`config.mk`:
```
export PLATFORM = sky130hd
export DESIGN_NAME = wdt_ctl_flat
export DESIGN_NICKNAME = d
export VERILOG_FILES = /design/src/rtl/wdt_pkg.sv /design/src/rtl/wdt_if.sv /design/src/rtl/wdt_ctl.sv /design/src/flat_wrapper.sv
export SDC_FILE = /design/constraint.sdc
export NUM_CORES = 1
export LEC_CHECK = 0
export ABC_AREA = 1
export ABC_CLOCK_PERIOD_IN_PS = 1580
export BUFFER_PORTS_ARGS = -buffer_cell sky130_fd_sc_hd__buf_2
export CORE_MARGIN = 4
export CORE_UTILIZATION = 53
export DETAILED_ROUTE_END_ITERATION = 7
export GPL_TIMING_DRIVEN = 0
export PLACE_DENSITY = 0.84
export SLEW_MARGIN = 20
export SYNTH_ARGS = -nofsm -noshare
export SYNTH_HDL_FRONTEND = slang
export SYNTH_SLANG_ARGS = --single-unit
```
`constraint.sdc`:
```
create_clock -name core_clk -period 1.58 [get_ports core_clk]
set_input_delay 0.237 -clock core_clk [delete_from_list [all_inputs] [get_ports core_clk]]
set_output_delay 0.237 -clock core_clk [all_outputs]
set_load 0.005 [all_outputs]
```
`src/rtl/wdt_pkg.sv`:
```
// Package of constants and types shared by the watchdog ends
package wdt_pkg;
	// ************************************************************
	// Control register layout
	// ************************************************************
	localparam int          WDT_ARM_BIT     = 7;
	localparam int          WDT_DISARM_BIT  = 6;
	localparam int          WDT_KICK_BIT    = 5;
	localparam int          WDT_TMO_LSB     = 0;
	localparam int          WDT_TMO_W       = 5;
	localparam logic [7:0]  WDT_CTRL_RST    = 8'h00;
	// Extended interrupt control, enable and wake register bits
	localparam int          WDT_FLAG_BIT    = 3;
	localparam int          WDT_IEN_BIT     = 4;
	localparam int          WDT_WAKE_BIT    = 2;
	localparam logic [15:0] WDT_VECTOR      = 16'h0063;
	localparam logic [15:0] WDT_RST_VECTOR  = 16'h0000;
	// ************************************************************
	// Controller register map
	// ************************************************************
	localparam logic [3:0]  WDC_CMD_OFS     = 4'h0;
	localparam logic [3:0]  WDC_TMO_OFS     = 4'h1;
	localparam logic [3:0]  WDC_CFG_OFS     = 4'h2;
	localparam logic [3:0]  WDC_STAT_OFS    = 4'h3;
	localparam logic [3:0]  WDC_IEN_OFS     = 4'h4;
	localparam logic [3:0]  WDC_ICLR_OFS    = 4'h5;
	localparam logic [3:0]  WDC_LINK_OFS    = 4'h6;
	// Command codes in the command register
	localparam logic [7:0]  WDC_CMD_ARM     = 8'h01;
	localparam logic [7:0]  WDC_CMD_KICK    = 8'h02;
	localparam logic [7:0]  WDC_CMD_DISARM  = 8'h03;
	localparam logic [7:0]  WDC_CMD_TMO     = 8'h04;
	localparam logic [7:0]  WDC_CMD_FCLR    = 8'h05;
	// Event bits in controller status
	localparam int          WDC_EV_DONE     = 0;
	localparam int          WDC_EV_EXPIRY   = 1;
	localparam int          WDC_EV_RESET    = 2;
	// ************************************************************
	// Tick source timing
	// ************************************************************
	localparam int          WDT_CLK_MHZ     = 50;
	localparam int          WDT_TICK_US     = 1000;
	localparam int          WDT_TICK_CYC    = WDT_TICK_US * WDT_CLK_MHZ;
	typedef enum logic [1:0] {WDC_IDLE, WDC_SET, WDC_CLR} wdt_seq_t;
endpackage

```
`src/rtl/wdt_if.sv`:
```
// Interface joining the watchdog to its processor-side controller
`timescale 1ns/10ps
interface wdt_if;
	logic       ctrl_wr;      // Control register write strobe
	logic [7:0] ctrl_wdata;   // Control register write data
	logic [7:0] ctrl_rdata;   // Control register read back
	logic       irq_flag;     // Expiry interrupt flag
	logic       irq_flag_clr; // Clear pulse for the flag
	logic       irq_en;       // Expiry interrupt enable
	logic       global_en;    // Global interrupt enable
	logic       wake_en;      // Wake on expiry enable
	logic       idle;         // Processor in idle mode
	logic       irq_take;     // Interrupt taken, vector below
	logic [15:0] irq_vector;  // Vector of the taken interrupt
	logic       wake;         // Wake from idle
	logic       chip_rst;     // Watchdog chip reset pulse
	logic       running;      // Countdown active
	modport dev (
		input  ctrl_wr, ctrl_wdata, irq_flag_clr, irq_en, global_en,
		input  wake_en, idle,
		output ctrl_rdata, irq_flag, irq_take, irq_vector, wake,
		output chip_rst, running
	);
	modport host (
		output ctrl_wr, ctrl_wdata, irq_flag_clr, irq_en, global_en,
		output wake_en, idle,
		input  ctrl_rdata, irq_flag, irq_take, irq_vector, wake,
		input  chip_rst, running
	);
endinterface

```
`src/rtl/wdt_ctl.sv`:
```
// Processor-side controller that drives the watchdog sequences
//
// Design decisions made here: the strobed register port and the placing of the registers.
`timescale 1ns/10ps
module wdt_ctl
	import wdt_pkg::*;
(
	input  wire logic       core_clk,
	input  wire logic       arst_n,
	input  wire logic [3:0] addr,
	input  wire logic [7:0] wdata,
	input  wire logic       wr,
	input  wire logic       rd,
	output logic      [7:0] rdata,
	output logic            irq,
	output logic            cpu_restart,
	output logic     [15:0] restart_pc,
	wdt_if.host             bus
);
	logic [4:0]  tmo_reg;
	logic [3:0]  cfg_reg;
	logic [2:0]  stat_reg;
	logic [2:0]  ien_reg;
	logic [7:0]  shadow_reg;
	logic [7:0]  wdata_reg;
	logic        wr_reg;
	logic [7:0]  rdata_reg;
	logic [15:0] pc_reg;
	logic        restart_reg;
	logic        fclr_reg;
	wdt_seq_t    seq_reg;
	logic [7:0]  bit_reg;
	logic        cmd_wr;
	logic        seq_done;
	logic [2:0]  ev;
	logic        flag_prev_reg;

	// ************************************************************
	// Software registers
	// ************************************************************
	assign cmd_wr = wr && addr == WDC_CMD_OFS && seq_reg == WDC_IDLE;
	always_ff @(posedge core_clk or negedge arst_n)
	begin
		if (!arst_n)
		begin
			tmo_reg <= '0;
			cfg_reg <= '0;
			ien_reg <= '0;
		end
		else if (wr)
		begin
			if (addr == WDC_TMO_OFS)
				tmo_reg <= wdata[4:0];
			else if (addr == WDC_CFG_OFS)
				cfg_reg <= wdata[3:0];
			else if (addr == WDC_IEN_OFS)
				ien_reg <= wdata[2:0];
		end
	end

	// ************************************************************
	// Strobe sequencer: write bit high, then low
	// ************************************************************
	always_ff @(posedge core_clk or negedge arst_n)
	begin
		if (!arst_n)
		begin
			seq_reg    <= WDC_IDLE;
			bit_reg    <= '0;
			shadow_reg <= WDT_CTRL_RST;
			wr_reg     <= 1'b0;
			wdata_reg  <= '0;
			fclr_reg   <= 1'b0;
		end
		else
		begin
			wr_reg   <= 1'b0;
			fclr_reg <= 1'b0;
			case (seq_reg)
			WDC_IDLE:
				if (cmd_wr)
				begin
					if (wdata == WDC_CMD_ARM)
						bit_reg <= 8'h80;
					else if (wdata == WDC_CMD_KICK)
						bit_reg <= 8'h20;
					else if (wdata == WDC_CMD_DISARM)
						bit_reg <= 8'h40;
					else
						bit_reg <= 8'h00;
					if (wdata == WDC_CMD_FCLR)
						fclr_reg <= 1'b1;
					else if (wdata == WDC_CMD_TMO)
					begin
						wr_reg     <= 1'b1;
						wdata_reg  <= {3'b000, tmo_reg};
						shadow_reg <= {3'b000, tmo_reg};
					end
					else if (wdata >= WDC_CMD_ARM && wdata <= WDC_CMD_DISARM)
						seq_reg <= WDC_SET;
				end
			WDC_SET:
			begin
				wr_reg    <= 1'b1;
				wdata_reg <= {bit_reg[7:5], tmo_reg};
				seq_reg   <= WDC_CLR;
			end
			default:
			begin
				wr_reg     <= 1'b1;
				wdata_reg  <= {3'b000, tmo_reg};
				shadow_reg <= {3'b000, tmo_reg};
				seq_reg    <= WDC_IDLE;
			end
			endcase
		end
	end
	assign seq_done = wr_reg && seq_reg == WDC_IDLE && !fclr_reg;

	// ************************************************************
	// Events, restart and read back
	// ************************************************************
	// Previous flag, so only its rising edge raises the status bit;
	// a level would make the write-1 clear useless while it stands
	always_ff @(posedge core_clk or negedge arst_n)
	begin
		if (!arst_n)
			flag_prev_reg <= 1'b0;
		else
			flag_prev_reg <= bus.irq_flag;
	end
	assign ev = {bus.chip_rst, bus.irq_flag && !flag_prev_reg, seq_done};
	always_ff @(posedge core_clk or negedge arst_n)
	begin
		if (!arst_n)
			stat_reg <= '0;
		else
			stat_reg <= ev | (stat_reg &
				~((wr && addr == WDC_ICLR_OFS) ? wdata[2:0] : 3'b000));
	end

	// Watchdog reset sends the core back to address zero
	always_ff @(posedge core_clk or negedge arst_n)
	begin
		if (!arst_n)
		begin
			restart_reg <= 1'b0;
			pc_reg      <= WDT_RST_VECTOR;
		end
		else
		begin
			restart_reg <= bus.chip_rst || bus.irq_take;
			if (bus.chip_rst)
				pc_reg <= WDT_RST_VECTOR;
			else if (bus.irq_take)
				pc_reg <= bus.irq_vector;
		end
	end

	// Read data one cycle after the strobe
	always_ff @(posedge core_clk or negedge arst_n)
	begin
		if (!arst_n)
			rdata_reg <= '0;
		else if (rd)
		begin
			if (addr == WDC_TMO_OFS)
				rdata_reg <= {3'b000, tmo_reg};
			else if (addr == WDC_CFG_OFS)
				rdata_reg <= {4'h0, cfg_reg};
			else if (addr == WDC_STAT_OFS)
				rdata_reg <= {3'b000, bus.running, 1'b0, stat_reg};
			else if (addr == WDC_IEN_OFS)
				rdata_reg <= {5'h00, ien_reg};
			else if (addr == WDC_LINK_OFS)
				rdata_reg <= bus.ctrl_rdata;
			else
				rdata_reg <= '0;
		end
		else
			rdata_reg <= '0;
	end

	assign rdata            = rdata_reg;
	assign irq              = |(stat_reg & ien_reg);
	assign cpu_restart      = restart_reg;
	assign restart_pc       = pc_reg;
	assign bus.ctrl_wr      = wr_reg;
	assign bus.ctrl_wdata   = wdata_reg;
	assign bus.irq_flag_clr = fclr_reg;
	assign bus.irq_en       = cfg_reg[0];
	assign bus.global_en    = cfg_reg[1];
	assign bus.wake_en      = cfg_reg[2];
	assign bus.idle         = cfg_reg[3];
endmodule

```
`src/flat_wrapper.sv`:
```
// flat-port wrapper written by rule: the top's interface ports become plain ports
module wdt_ctl_flat import wdt_pkg::*;
  (core_clk, arst_n, addr, wdata, wr, rd, rdata, irq, cpu_restart, restart_pc, bus_ctrl_wr, bus_ctrl_wdata, bus_irq_flag_clr, bus_irq_en, bus_global_en, bus_wake_en, bus_idle, bus_ctrl_rdata, bus_irq_flag, bus_irq_take, bus_irq_vector, bus_wake, bus_chip_rst, bus_running);
  wdt_if bus_i ();
  input  wire logic core_clk;
  input  wire logic arst_n;
  input  wire logic [3:0] addr;
  input  wire logic [7:0] wdata;
  input  wire logic wr;
  input  wire logic rd;
  output logic      [7:0] rdata;
  output logic irq;
  output logic cpu_restart;
  output logic     [15:0] restart_pc;
  output wire logic [$bits(bus_i.ctrl_wr)-1:0] bus_ctrl_wr;
  output wire logic [$bits(bus_i.ctrl_wdata)-1:0] bus_ctrl_wdata;
  output wire logic [$bits(bus_i.irq_flag_clr)-1:0] bus_irq_flag_clr;
  output wire logic [$bits(bus_i.irq_en)-1:0] bus_irq_en;
  output wire logic [$bits(bus_i.global_en)-1:0] bus_global_en;
  output wire logic [$bits(bus_i.wake_en)-1:0] bus_wake_en;
  output wire logic [$bits(bus_i.idle)-1:0] bus_idle;
  input wire logic [$bits(bus_i.ctrl_rdata)-1:0] bus_ctrl_rdata;
  input wire logic [$bits(bus_i.irq_flag)-1:0] bus_irq_flag;
  input wire logic [$bits(bus_i.irq_take)-1:0] bus_irq_take;
  input wire logic [$bits(bus_i.irq_vector)-1:0] bus_irq_vector;
  input wire logic [$bits(bus_i.wake)-1:0] bus_wake;
  input wire logic [$bits(bus_i.chip_rst)-1:0] bus_chip_rst;
  input wire logic [$bits(bus_i.running)-1:0] bus_running;
  assign bus_ctrl_wr = bus_i.ctrl_wr;
  assign bus_ctrl_wdata = bus_i.ctrl_wdata;
  assign bus_irq_flag_clr = bus_i.irq_flag_clr;
  assign bus_irq_en = bus_i.irq_en;
  assign bus_global_en = bus_i.global_en;
  assign bus_wake_en = bus_i.wake_en;
  assign bus_idle = bus_i.idle;
  assign bus_i.ctrl_rdata = bus_ctrl_rdata;
  assign bus_i.irq_flag = bus_irq_flag;
  assign bus_i.irq_take = bus_irq_take;
  assign bus_i.irq_vector = bus_irq_vector;
  assign bus_i.wake = bus_wake;
  assign bus_i.chip_rst = bus_chip_rst;
  assign bus_i.running = bus_running;
  wdt_ctl u_core (.core_clk(core_clk), .arst_n(arst_n), .addr(addr), .wdata(wdata), .wr(wr), .rd(rd), .rdata(rdata), .irq(irq), .cpu_restart(cpu_restart), .restart_pc(restart_pc), .bus(bus_i));
endmodule
```
==> impl_metrics.env, run 1 <==
export IMPL_status="finished clean"
export IMPL_dpl_hpwl_um=4120
export IMPL_grt_pass1_wl_um=9250
export IMPL_grt_ovfl_total=0
export IMPL_grt_start_max_net_pins=57
export IMPL_n_antenna_cell=0
export IMPL_seq_area_frac_synth_pct=56.8
export IMPL_synthMostInstantiatedCell="nand2_1"
export IMPL_design_area_um2=3040
export IMPL_r2r_start="u_core.seq_reg[0]"
export IMPL_numCtsBuffers=5
export IMPL_placedInstanceArea_um2=2940
export IMPL_synth_top_area_share_pct=56.8
export IMPL_rr_endpoint="u_core.bit_reg[7]"
export IMPL_first_pass_iters=4
export IMPL_hp_start="bus_irq_flag"
export IMPL_wl_per_cell_um=12.1
export IMPL_power_switching_w=0.000722
export IMPL_clock_latency_ns=0.30
export IMPL_wirelength_um=5230
export IMPL_relSlewSlack_pct=55.1
export IMPL_die_w_um=76.2
export IMPL_cellPowerDensity_nw_per_um2=895
export IMPL_min_to="u_core.flag_prev_reg"
export IMPL_htreeDepth=2
export IMPL_grt_antenna_before_repair=0
export IMPL_cts_clk_slew_worst_paths_ns=0.09
export IMPL_crit_chain="nor2_1 > inv_1 > nor2_2 > nand3_1 > o21ai_1"
export IMPL_clkPwrFrac_pct=27.3
export IMPL_num_io_pins=85
export IMPL_fin_crit_ns=1.26
export IMPL_swShare_pct=26.6
export IMPL_whs_ns=0.0525
export IMPL_ant_nets=0
export IMPL_clock_sinks=56
export IMPL_yosys_top_cells_area="dfrtp_1 (57%), nand2_1 (9.9%), nand3_1 (8.5%)"
export IMPL_synth_flop_cell="dfrtp_1"
export IMPL_drc=0
export IMPL_hold_viol_final=0
export IMPL_leakagePower_nw=1.68
export IMPL_clock_skew_final_ns=0.00587
export IMPL_vias=2119
export IMPL_syn_to_final_growth_pct=23.1
export IMPL_critical_path_class="flop to flop"
export IMPL_power_frac_comb_pct=13.5
export IMPL_ff2ff_path_depth=5
export IMPL_post_cts_setup_buffers=0
export IMPL_cp_data_arrival_time_ns=1.49
export IMPL_async_flop_share_pct=100
export IMPL_grt_pass1_vias=2137
export IMPL_synthCells=289
export IMPL_worstPathMaxFanout=4
export IMPL_ys_types=22
export IMPL_largest_reg_flops=16
export IMPL_synth_common_cells="nand2_1 (65), dfrtp_1 (56), inv_1 (45)"
export IMPL_fin_nets=424
export IMPL_drt_iter0_drc=121
export IMPL_drive_gt1_share_pct=28.8
export IMPL_setup_viol=0
export IMPL_dieArea_um2=5810
export IMPL_finalNonFillerCells=431
export IMPL_start_util_pct=55.9
export IMPL_slew_violations=0
export IMPL_track_usage_pct=19.4
export IMPL_startpoint_type="flop"
export IMPL_port_buffer_count=82
export IMPL_hold_path_class="primary input to flop"
export IMPL_syn_cell_area_um2=2470
export IMPL_cts_tree="yes"
export IMPL_yosys_area_top_type="dfrtp_1"
export IMPL_fp_dieH_um=76.2
export IMPL_rsz0062_at_grt="false"
export IMPL_cp_required_ns=1.81
export IMPL_post_route_period_util_pct=79.5
export IMPL_rrSetupSlack_ns=0.32
export IMPL_hold_depth=1
export IMPL_ys_warn_count=0
export IMPL_clockBufferDepth=2
export IMPL_viasPerCell=4.92
export IMPL_numPlacedInstances=423
export IMPL_fmax_mhz=796
export IMPL_crit_slowest_cell="dfrtp_1"
export IMPL_synth_edf_count=0
export IMPL_p_int_w=0.00200
export IMPL_row_count=24
export IMPL_seqPwrFrac_pct=59.3
export IMPL_coreArea_um2=4410
export IMPL_tightest_slew_ns=0.673
export IMPL_tns_ns=0
export IMPL_cts_root_buf="clkbuf_8"
export IMPL_ys_seq_elements=56
export IMPL_end_kind="flop"
export IMPL_gp_congestion=0.824
export IMPL_peakVddDrop_mv=0.569
export IMPL_synth_avg_cell_area_um2=8.53
export IMPL_syn_nets=334
export IMPL_maxCapViolCount=0
export IMPL_crit_path_max_incr_delay_ns=0.39
-- cells in the final DEF (no fill, tap or decap), drive strengths merged --
cell	synthesis	layout
clkbuf	1	6
dlygate4sd3	0	1
clkinvlp	0	1
dfrtp	56	56
buf	4	86
and3	1	1
o21ai	39	39
clkinv	1	2
nor2	21	21
a21oi	2	2
nand2	71	71
or2	1	1
nor3	1	1
nand3	43	43
inv	47	47
o211ai	1	1
-- power by group through the flow --
stage	logic (W)	clock network (W)	registers, W
after detailed placement	0.000372	0	0.00164
after floorplan	0.000175	0	0.00162
after global placement	0.000355	0	0.00164
after CTS	0.000373	0.000762	0.00161
final	0.000366	0.000741	0.00161
after global routing	0.000428	0.000815	0.00163
-- stage by stage --
| stage | utilization [%] | total power [W] | worst slack, ns |
|---|---|---|---|
| 2_1_floorplan | - | 0.00180 | 0.513 |
| 3_3_place_gp | 66.6 | 0.00199 | 0.291 |
| 3_5_place_dp | 66.7 | 0.00201 | 0.277 |
| 4_1_cts | 68.8 | 0.00275 | 0.318 |
| 5_1_grt | 68.8 | 0.00287 | 0.128 |
| 6_report | 68.8 | 0.00272 | 0.324 |
-- worst max-delay path: cells and delay by family, from the launching register on --
family / cells / cell delay [ns]
buf+inv: 1 / 0.09
flops: 1 / 0.39
compound gates: 1 / 0.16
simple gates: 3 / 0.56
-- how the worst max path moves through the flow --
stage / startpoint / endpoint / slack [ns] / cells past startpoint
global placement: arst_n / u_core.restart_pc[7] / 0.29 / 1
global route: u_core.seq_reg[0] / u_core.bit_reg[7] / 0.13 / 5
detailed placement: addr[3] / u_core.bit_reg[7] / 0.28 / 6
floorplan: u_core.seq_reg[0] / u_core.bit_reg[5] / 0.51 / 5
finish: u_core.seq_reg[0] / u_core.bit_reg[7] / 0.32 / 5
CTS: u_core.seq_reg[0] / u_core.bit_reg[7] / 0.32 / 5
-- layout make-up --
class	instances	area, µm²
clock buffers	5	68.8
flip-flops and latches	56	1400
multi-input cells	180	843
repair buffers	83	423
fillers	376	1380
clock inverters	2	12.5
plain buffers	5	41.3
inverters	48	180
well taps	52	65.1
-- metal layers --
metal | wire length, µm | track usage, % | vias up
li1 | - | - | 1088
met1 | 2230 | 23.3 | 936
met2 | 2380 | 31.8 | 87
met3 | 538 | 7.45 | 8
met4 | 78 | 6.64 | 0
met5 | 0 | 0 | -
-- kinds of logic after synthesis --
kind of cell | synth area share, %
simple gates | 25.6
buf+inv | 8.98
flops | 56.8
compound gates | 8.63
-- what timing repair did --
item,4_1_cts,5_1_grt
hold buffers,1,0
hold endpoints to repair,56,0
endpoints found under the setup margin,0,0
gates resized for setup,0,0
Power figures use the tool's default switching activity.
==> run 2, diff against run 1 <==
- ABC_CLOCK_PERIOD_IN_PS: 1580 -> 1100
- CORE_UTILIZATION: 53 -> 45
- PLACE_DENSITY: 0.84 -> 0.76
- clock period: 1.58 -> 1.1 ns (I/O delays scaled with it)
==> impl_metrics.env, run 2 (same netlist as run 1, synthesis figures left out) <==
export IMPL_status="finished, violations left"
export IMPL_violations="setup timing"
export IMPL_coreArea_um2=5200
export IMPL_slew_violations=0
export IMPL_largest_reg_flops=16
export IMPL_tightest_slew_ns=0.681
export IMPL_drive_gt1_share_pct=31.9
export IMPL_whs_ns=0.0768
export IMPL_track_usage_pct=18.0
export IMPL_hold_viol_final=0
export IMPL_fillers=477
export IMPL_hold_path_class="primary input to flop"
export IMPL_peakVddDrop_mv=0.795
export IMPL_cts_root_buf="clkbuf_8"
export IMPL_worstPathMaxFanout=2
export IMPL_design_area_um2=3190
export IMPL_leakagePower_nw=1.75
export IMPL_seqPwrFrac_pct=51.9
export IMPL_power_frac_comb_pct=13.5
export IMPL_grt_start_max_net_pins=57
export IMPL_finalNonFillerCells=455
export IMPL_power_w=0.00444
export IMPL_dieArea_um2=6730
export IMPL_cp_required_ns=0.94
export IMPL_die_w_um=82.0
export IMPL_num_io_pins=85
export IMPL_clkPwrFrac_pct=34.6
export IMPL_fp_dieH_um=82.0
export IMPL_grt_ovfl_total=0
export IMPL_gp_congestion=0.874
export IMPL_grt_pass1_wl_um=9320
export IMPL_fin_nets=430
export IMPL_layout_commonest_cell="buf_2"
export IMPL_syn_to_final_growth_pct=29.5
export IMPL_grt_pass1_vias=2139
export IMPL_setup_viol=4
export IMPL_clockBufferDepth=2
export IMPL_tns_ns=-0.0497
export IMPL_worst_slack_ns=-0.0399
export IMPL_startpoint_type="flop"
export IMPL_power_switching_w=0.00107
export IMPL_cts_clk_slew_worst_paths_ns=0.09
export IMPL_clock_sinks=56
export IMPL_viasPerCell=4.83
export IMPL_numPlacedInstances=441
export IMPL_htreeDepth=2
export IMPL_wl_per_cell_um=12.5
export IMPL_fin_crit_ns=1.14
export IMPL_grt_antenna_before_repair=0
export IMPL_swShare_pct=24.1
export IMPL_critical_path_class="flop to primary output"
export IMPL_port_buffer_count=82
export IMPL_relSlewSlack_pct=54.6
export IMPL_placedInstanceArea_um2=2970
export IMPL_cp_data_arrival_time_ns=0.97
export IMPL_fmax_mhz=877
export IMPL_post_route_period_util_pct=104
export IMPL_drt_iter0_drc=103
export IMPL_end_kind="primary output"
export IMPL_rsz0062_at_grt="true"
export IMPL_vias=2199
export IMPL_ant_nets=0
export IMPL_dpl_hpwl_um=4230
export IMPL_clock_skew_final_ns=0.00666
export IMPL_n_antenna_cell=0
export IMPL_wirelength_um=5700
export IMPL_cellPowerDensity_nw_per_um2=1390
export IMPL_p_int_w=0.00337
export IMPL_start_util_pct=47.4
export IMPL_maxCapViolCount=0
export IMPL_clock_latency_ns=0.31
export IMPL_drc=0
export IMPL_mostFrequentLayoutCells="buf_2 (81), nand2_1 (62), dfrtp_1 (56)"
export IMPL_numCtsBuffers=5
export IMPL_cts_tree="yes"
export IMPL_first_pass_iters=4
export IMPL_row_count=26
[run 2: changes by cell type in the layout (fill, tap and decap cells not counted), moves of 2 or more]
cell       previous run  this run
bufinv_16             0         2
nor2_1               14        12
nand3_1              42        40
buf_4                 1         6
nand2_1              65        62
nand2_2               5         7
nor2_4                1         3
nand3_2               1         3
[run 2: cell type report]
type / instances / area [µm²] / share of cell area (%)
Buffer: 5 / 41.3 / 1.29
Clock buffer: 5 / 68.8 / 2.15
Clock inverter: 2 / 60.1 / 1.88
Inverter: 48 / 180 / 5.64
Multi-Input combinational cell: 180 / 885 / 27.7
Sequential cell: 56 / 1400 / 43.9
Tap cell: 70 / 87.6 / 2.74
Timing Repair Buffer: 89 / 470 / 14.7
[run 2: metrics by stage]
step                util (%)  worst slack, ns
finish                  61.4          -0.0399
detailed placement      57.0           -0.171
floorplan                  -           0.0334
global route            61.4          -0.0977
global placement        56.9           -0.163
CTS                     61.0          -0.0479
[run 2: worst max-delay path: stages, from the launching register on]
cell and delay [ns]:
dfrtp_1 0.41, nand2_1 0.07, nand3_1 0.07, buf_2 0.13
[run 2: per-layer routing]
layer | global-route usage (%) | up-vias | routed length [µm]
li1 | - | 1100 | -
met2 | 29.2 | 98 | 2580
met5 | 0 | - | 0
met1 | 23.0 | 989 | 2400
met3 | 5.70 | 12 | 615
met4 | 5.65 | 0 | 107
[run 2: final timing paths]
path	to	slack, ns	cells after the start	startpoint
setup / recovery	irq	-0.04	3	u_core.stat_reg[0]
setup reg to reg	u_core.bit_reg[6]	-0.01	6	u_core.seq_reg[1]
hold reg to reg	u_core.stat_reg[1]	0.43	1	u_core.flag_prev_reg
hold / removal	u_core.rdata[7]	0.08	3	bus_ctrl_rdata[7]
min in group asynchronous	u_core.rdata[0]	0.43	2	arst_n
max in group asynchronous	u_core.cfg_reg[0]	0.21	2	arst_n
[run 2: timing repair]
| item | 4_1_cts | 5_1_grt |
|---|---|---|
| endpoints found under the setup margin | 15 | 14 |
| hold buffers | 2 | 0 |
| gates cloned | 0 | 0 |
| setup buffers | 5 | 0 |
| endpoints found under the hold margin | 57 | 0 |
| resized for setup | 5 | 7 |
| pin swaps | 1 | 2 |
[run 2: power by group through the flow]
stage | Combinational [W] | Sequential (W) | Clock [W]
final | 0.000598 | 0.00231 | 0.00154
after global routing | 0.000682 | 0.00233 | 0.00164
after CTS | 0.000599 | 0.00230 | 0.00156
after detailed placement | 0.000535 | 0.00235 | 0
after global placement | 0.000517 | 0.00235 | 0
after floorplan | 0.000252 | 0.00233 | 0
==> run 3, diff against run 2 <==
- CORE_ASPECT_RATIO: default -> 0.7
==> impl_metrics.env, run 3 (same netlist as run 1, synthesis figures left out) <==
export IMPL_drt_iter0_drc=119
export IMPL_p_int_w=0.00289
export IMPL_grt_pass1_vias=2015
export IMPL_coreArea_um2=5290
export IMPL_violations="setup timing"
export IMPL_clock_sinks=56
export IMPL_min_to="u_core.rdata[5]"
export IMPL_hp_start="bus_ctrl_rdata[5]"
export IMPL_worst_slack_ns=-0.0644
export IMPL_largest_reg_flops=16
export IMPL_wirelength_um=6080
export IMPL_track_usage_pct=17.7
export IMPL_rsz0062_at_grt="true"
export IMPL_leakagePower_nw=1.74
export IMPL_post_place_ws_ns=-0.215
export IMPL_dieArea_um2=6750
export IMPL_peakVddDrop_mv=0.624
export IMPL_critical_path_class="flop to primary output"
export IMPL_maxCapViolCount=0
export IMPL_power_switching_w=0.00105
export IMPL_whs_ns=0.0762
export IMPL_num_io_pins=85
export IMPL_mostFrequentLayoutCells="buf_2 (81), nand2_1 (59), dfrtp_1 (56)"
export IMPL_rr_endpoint="u_core.bit_reg[6]"
export IMPL_ant_nets=0
export IMPL_crit_chain="nand2_1 > nand3_1 > buf_2"
export IMPL_n_antenna_cell=0
export IMPL_drive_gt1_share_pct=32.8
export IMPL_worstPathMaxFanout=3
export IMPL_numCtsBuffers=5
export IMPL_start_util_pct=46.7
export IMPL_port_buffer_count=82
export IMPL_layout_commonest_cell="buf_2"
export IMPL_grt_ovfl_total=0
export IMPL_hold_depth=3
export IMPL_vias=2253
export IMPL_end_kind="primary output"
export IMPL_viasPerCell=4.91
export IMPL_grt_pass1_wl_um=9280
export IMPL_clockBufferDepth=2
export IMPL_relSlewSlack_pct=54.4
export IMPL_post_route_period_util_pct=106
export IMPL_row_count=22
export IMPL_design_area_um2=3220
export IMPL_placedInstanceArea_um2=2970
export IMPL_swShare_pct=26.7
export IMPL_fin_nets=432
export IMPL_fmax_mhz=859
export IMPL_crit_path_max_incr_delay_ns=0.41
export IMPL_setup_viol=6
export IMPL_r2r_start="u_core.seq_reg[0]"
export IMPL_fillers=507
export IMPL_rrSetupSlack_ns=-0.05
export IMPL_die_w_um=96.5
export IMPL_hold_path_class="primary input to flop"
export IMPL_power_frac_comb_pct=14.8
export IMPL_cp_data_arrival_time_ns=1.00
export IMPL_clock_latency_ns=0.30
export IMPL_cts_tree="yes"
export IMPL_critPathTopFamily="flip-flops"
export IMPL_startpoint_type="flop"
export IMPL_clkPwrFrac_pct=26.7
export IMPL_grt_antenna_before_repair=0
export IMPL_clock_skew_final_ns=0.00352
export IMPL_wl_per_cell_um=13.2
export IMPL_cellPowerDensity_nw_per_um2=1230
export IMPL_crit_slowest_cell="dfrtp_1"
export IMPL_dpl_hpwl_um=4510
export IMPL_cp_required_ns=0.94
export IMPL_slew_violations=0
export IMPL_status="finished, violations left"
export IMPL_gp_congestion=0.877
export IMPL_path_buf_inv=1
export IMPL_drc=0
export IMPL_grt_start_max_net_pins=57
export IMPL_ff2ff_path_depth=5
export IMPL_first_pass_iters=4
export IMPL_cts_clk_slew_worst_paths_ns=0.09
export IMPL_syn_to_final_growth_pct=30.4
export IMPL_fp_dieH_um=69.9
export IMPL_hold_viol_final=0
export IMPL_cts_root_buf="clkbuf_8"
export IMPL_tightest_slew_ns=0.684
export IMPL_htreeDepth=2
export IMPL_fin_crit_ns=1.16
export IMPL_seqPwrFrac_pct=58.5
[run 3: cell count changes in the layout (fill, tap and decap cells not counted), moves of 2 or more]
cell       change
nand2_1        -3
bufinv_16      -2
buf_6          +2
nand2_8        +3
[run 3: how the worst max path moves through the flow]
stage                     depth (start not counted)                        to               start
final                                             3                       irq  u_core.stat_reg[0]
after global routing                              3                       irq   u_core.ien_reg[1]
after CTS                                         3                       irq   u_core.ien_reg[1]
after detailed placement                          6        u_core.stat_reg[0]             addr[2]
after global placement                            9  u_core.bus.ctrl_wdata[5]            wdata[4]
after floorplan                                   5         u_core.bit_reg[5]   u_core.seq_reg[0]
[run 3: per-layer routing]
metal	GRT usage, %	vias to the layer above	wire length (µm)
met5	0	-	0
met4	4.82	0	67
met3	4.09	7	484
met2	28.1	75	2760
met1	24.2	1064	2770
li1	-	1107	-
[run 3: through the flow]
step	instances	setup TNS [ns]	total power, W	utilization [%]
final	459	-0.173	0.00394	60.9
after global routing	459	-0.778	0.00416	60.9
after CTS	456	-0.0679	0.00397	59.0
after detailed placement	443	-2.43	0.00290	56.2
after global placement	443	-8.86	0.00287	56.1
after floorplan	289	0	0.00259	-
[run 3: power groups by stage]
stage | Combinational [W] | Clock, W | Sequential [W]
6_report | 0.000584 | 0.00105 | 0.00231
3_3_place_gp | 0.000526 | 0 | 0.00235
2_1_floorplan | 0.000252 | 0 | 0.00233
5_1_grt | 0.000658 | 0.00118 | 0.00233
4_1_cts | 0.000583 | 0.00108 | 0.00231
3_5_place_dp | 0.000548 | 0 | 0.00235
[run 3: cell type report]
class                           count  area, µm²  area share [%]
Multi-Input combinational cell    181        941            29.2
Clock buffer                        6       72.6            2.26
Inverter                           48        180            5.60
Buffer                              5       41.3            1.28
Clock inverter                      1       5.00           0.156
Sequential cell                    56       1400            43.6
Timing Repair Buffer               90        485            15.1
Tap cell                           72       90.1            2.80
[run 3: timing repair]
item / CTS / global route
gates cloned: 0 / 1
gates resized for setup: 6 / 16
hold endpoints to repair: 57 / 0
setup endpoints to repair: 15 / 13
pin swaps: 3 / 8
setup buffers: 4 / 2
hold buffers: 2 / 0
[run 3: tightest hold or removal path, cell delays in order]
cell     delay [ns]
buf_2          0.09
nand2_1        0.05
nor2_1         0.04
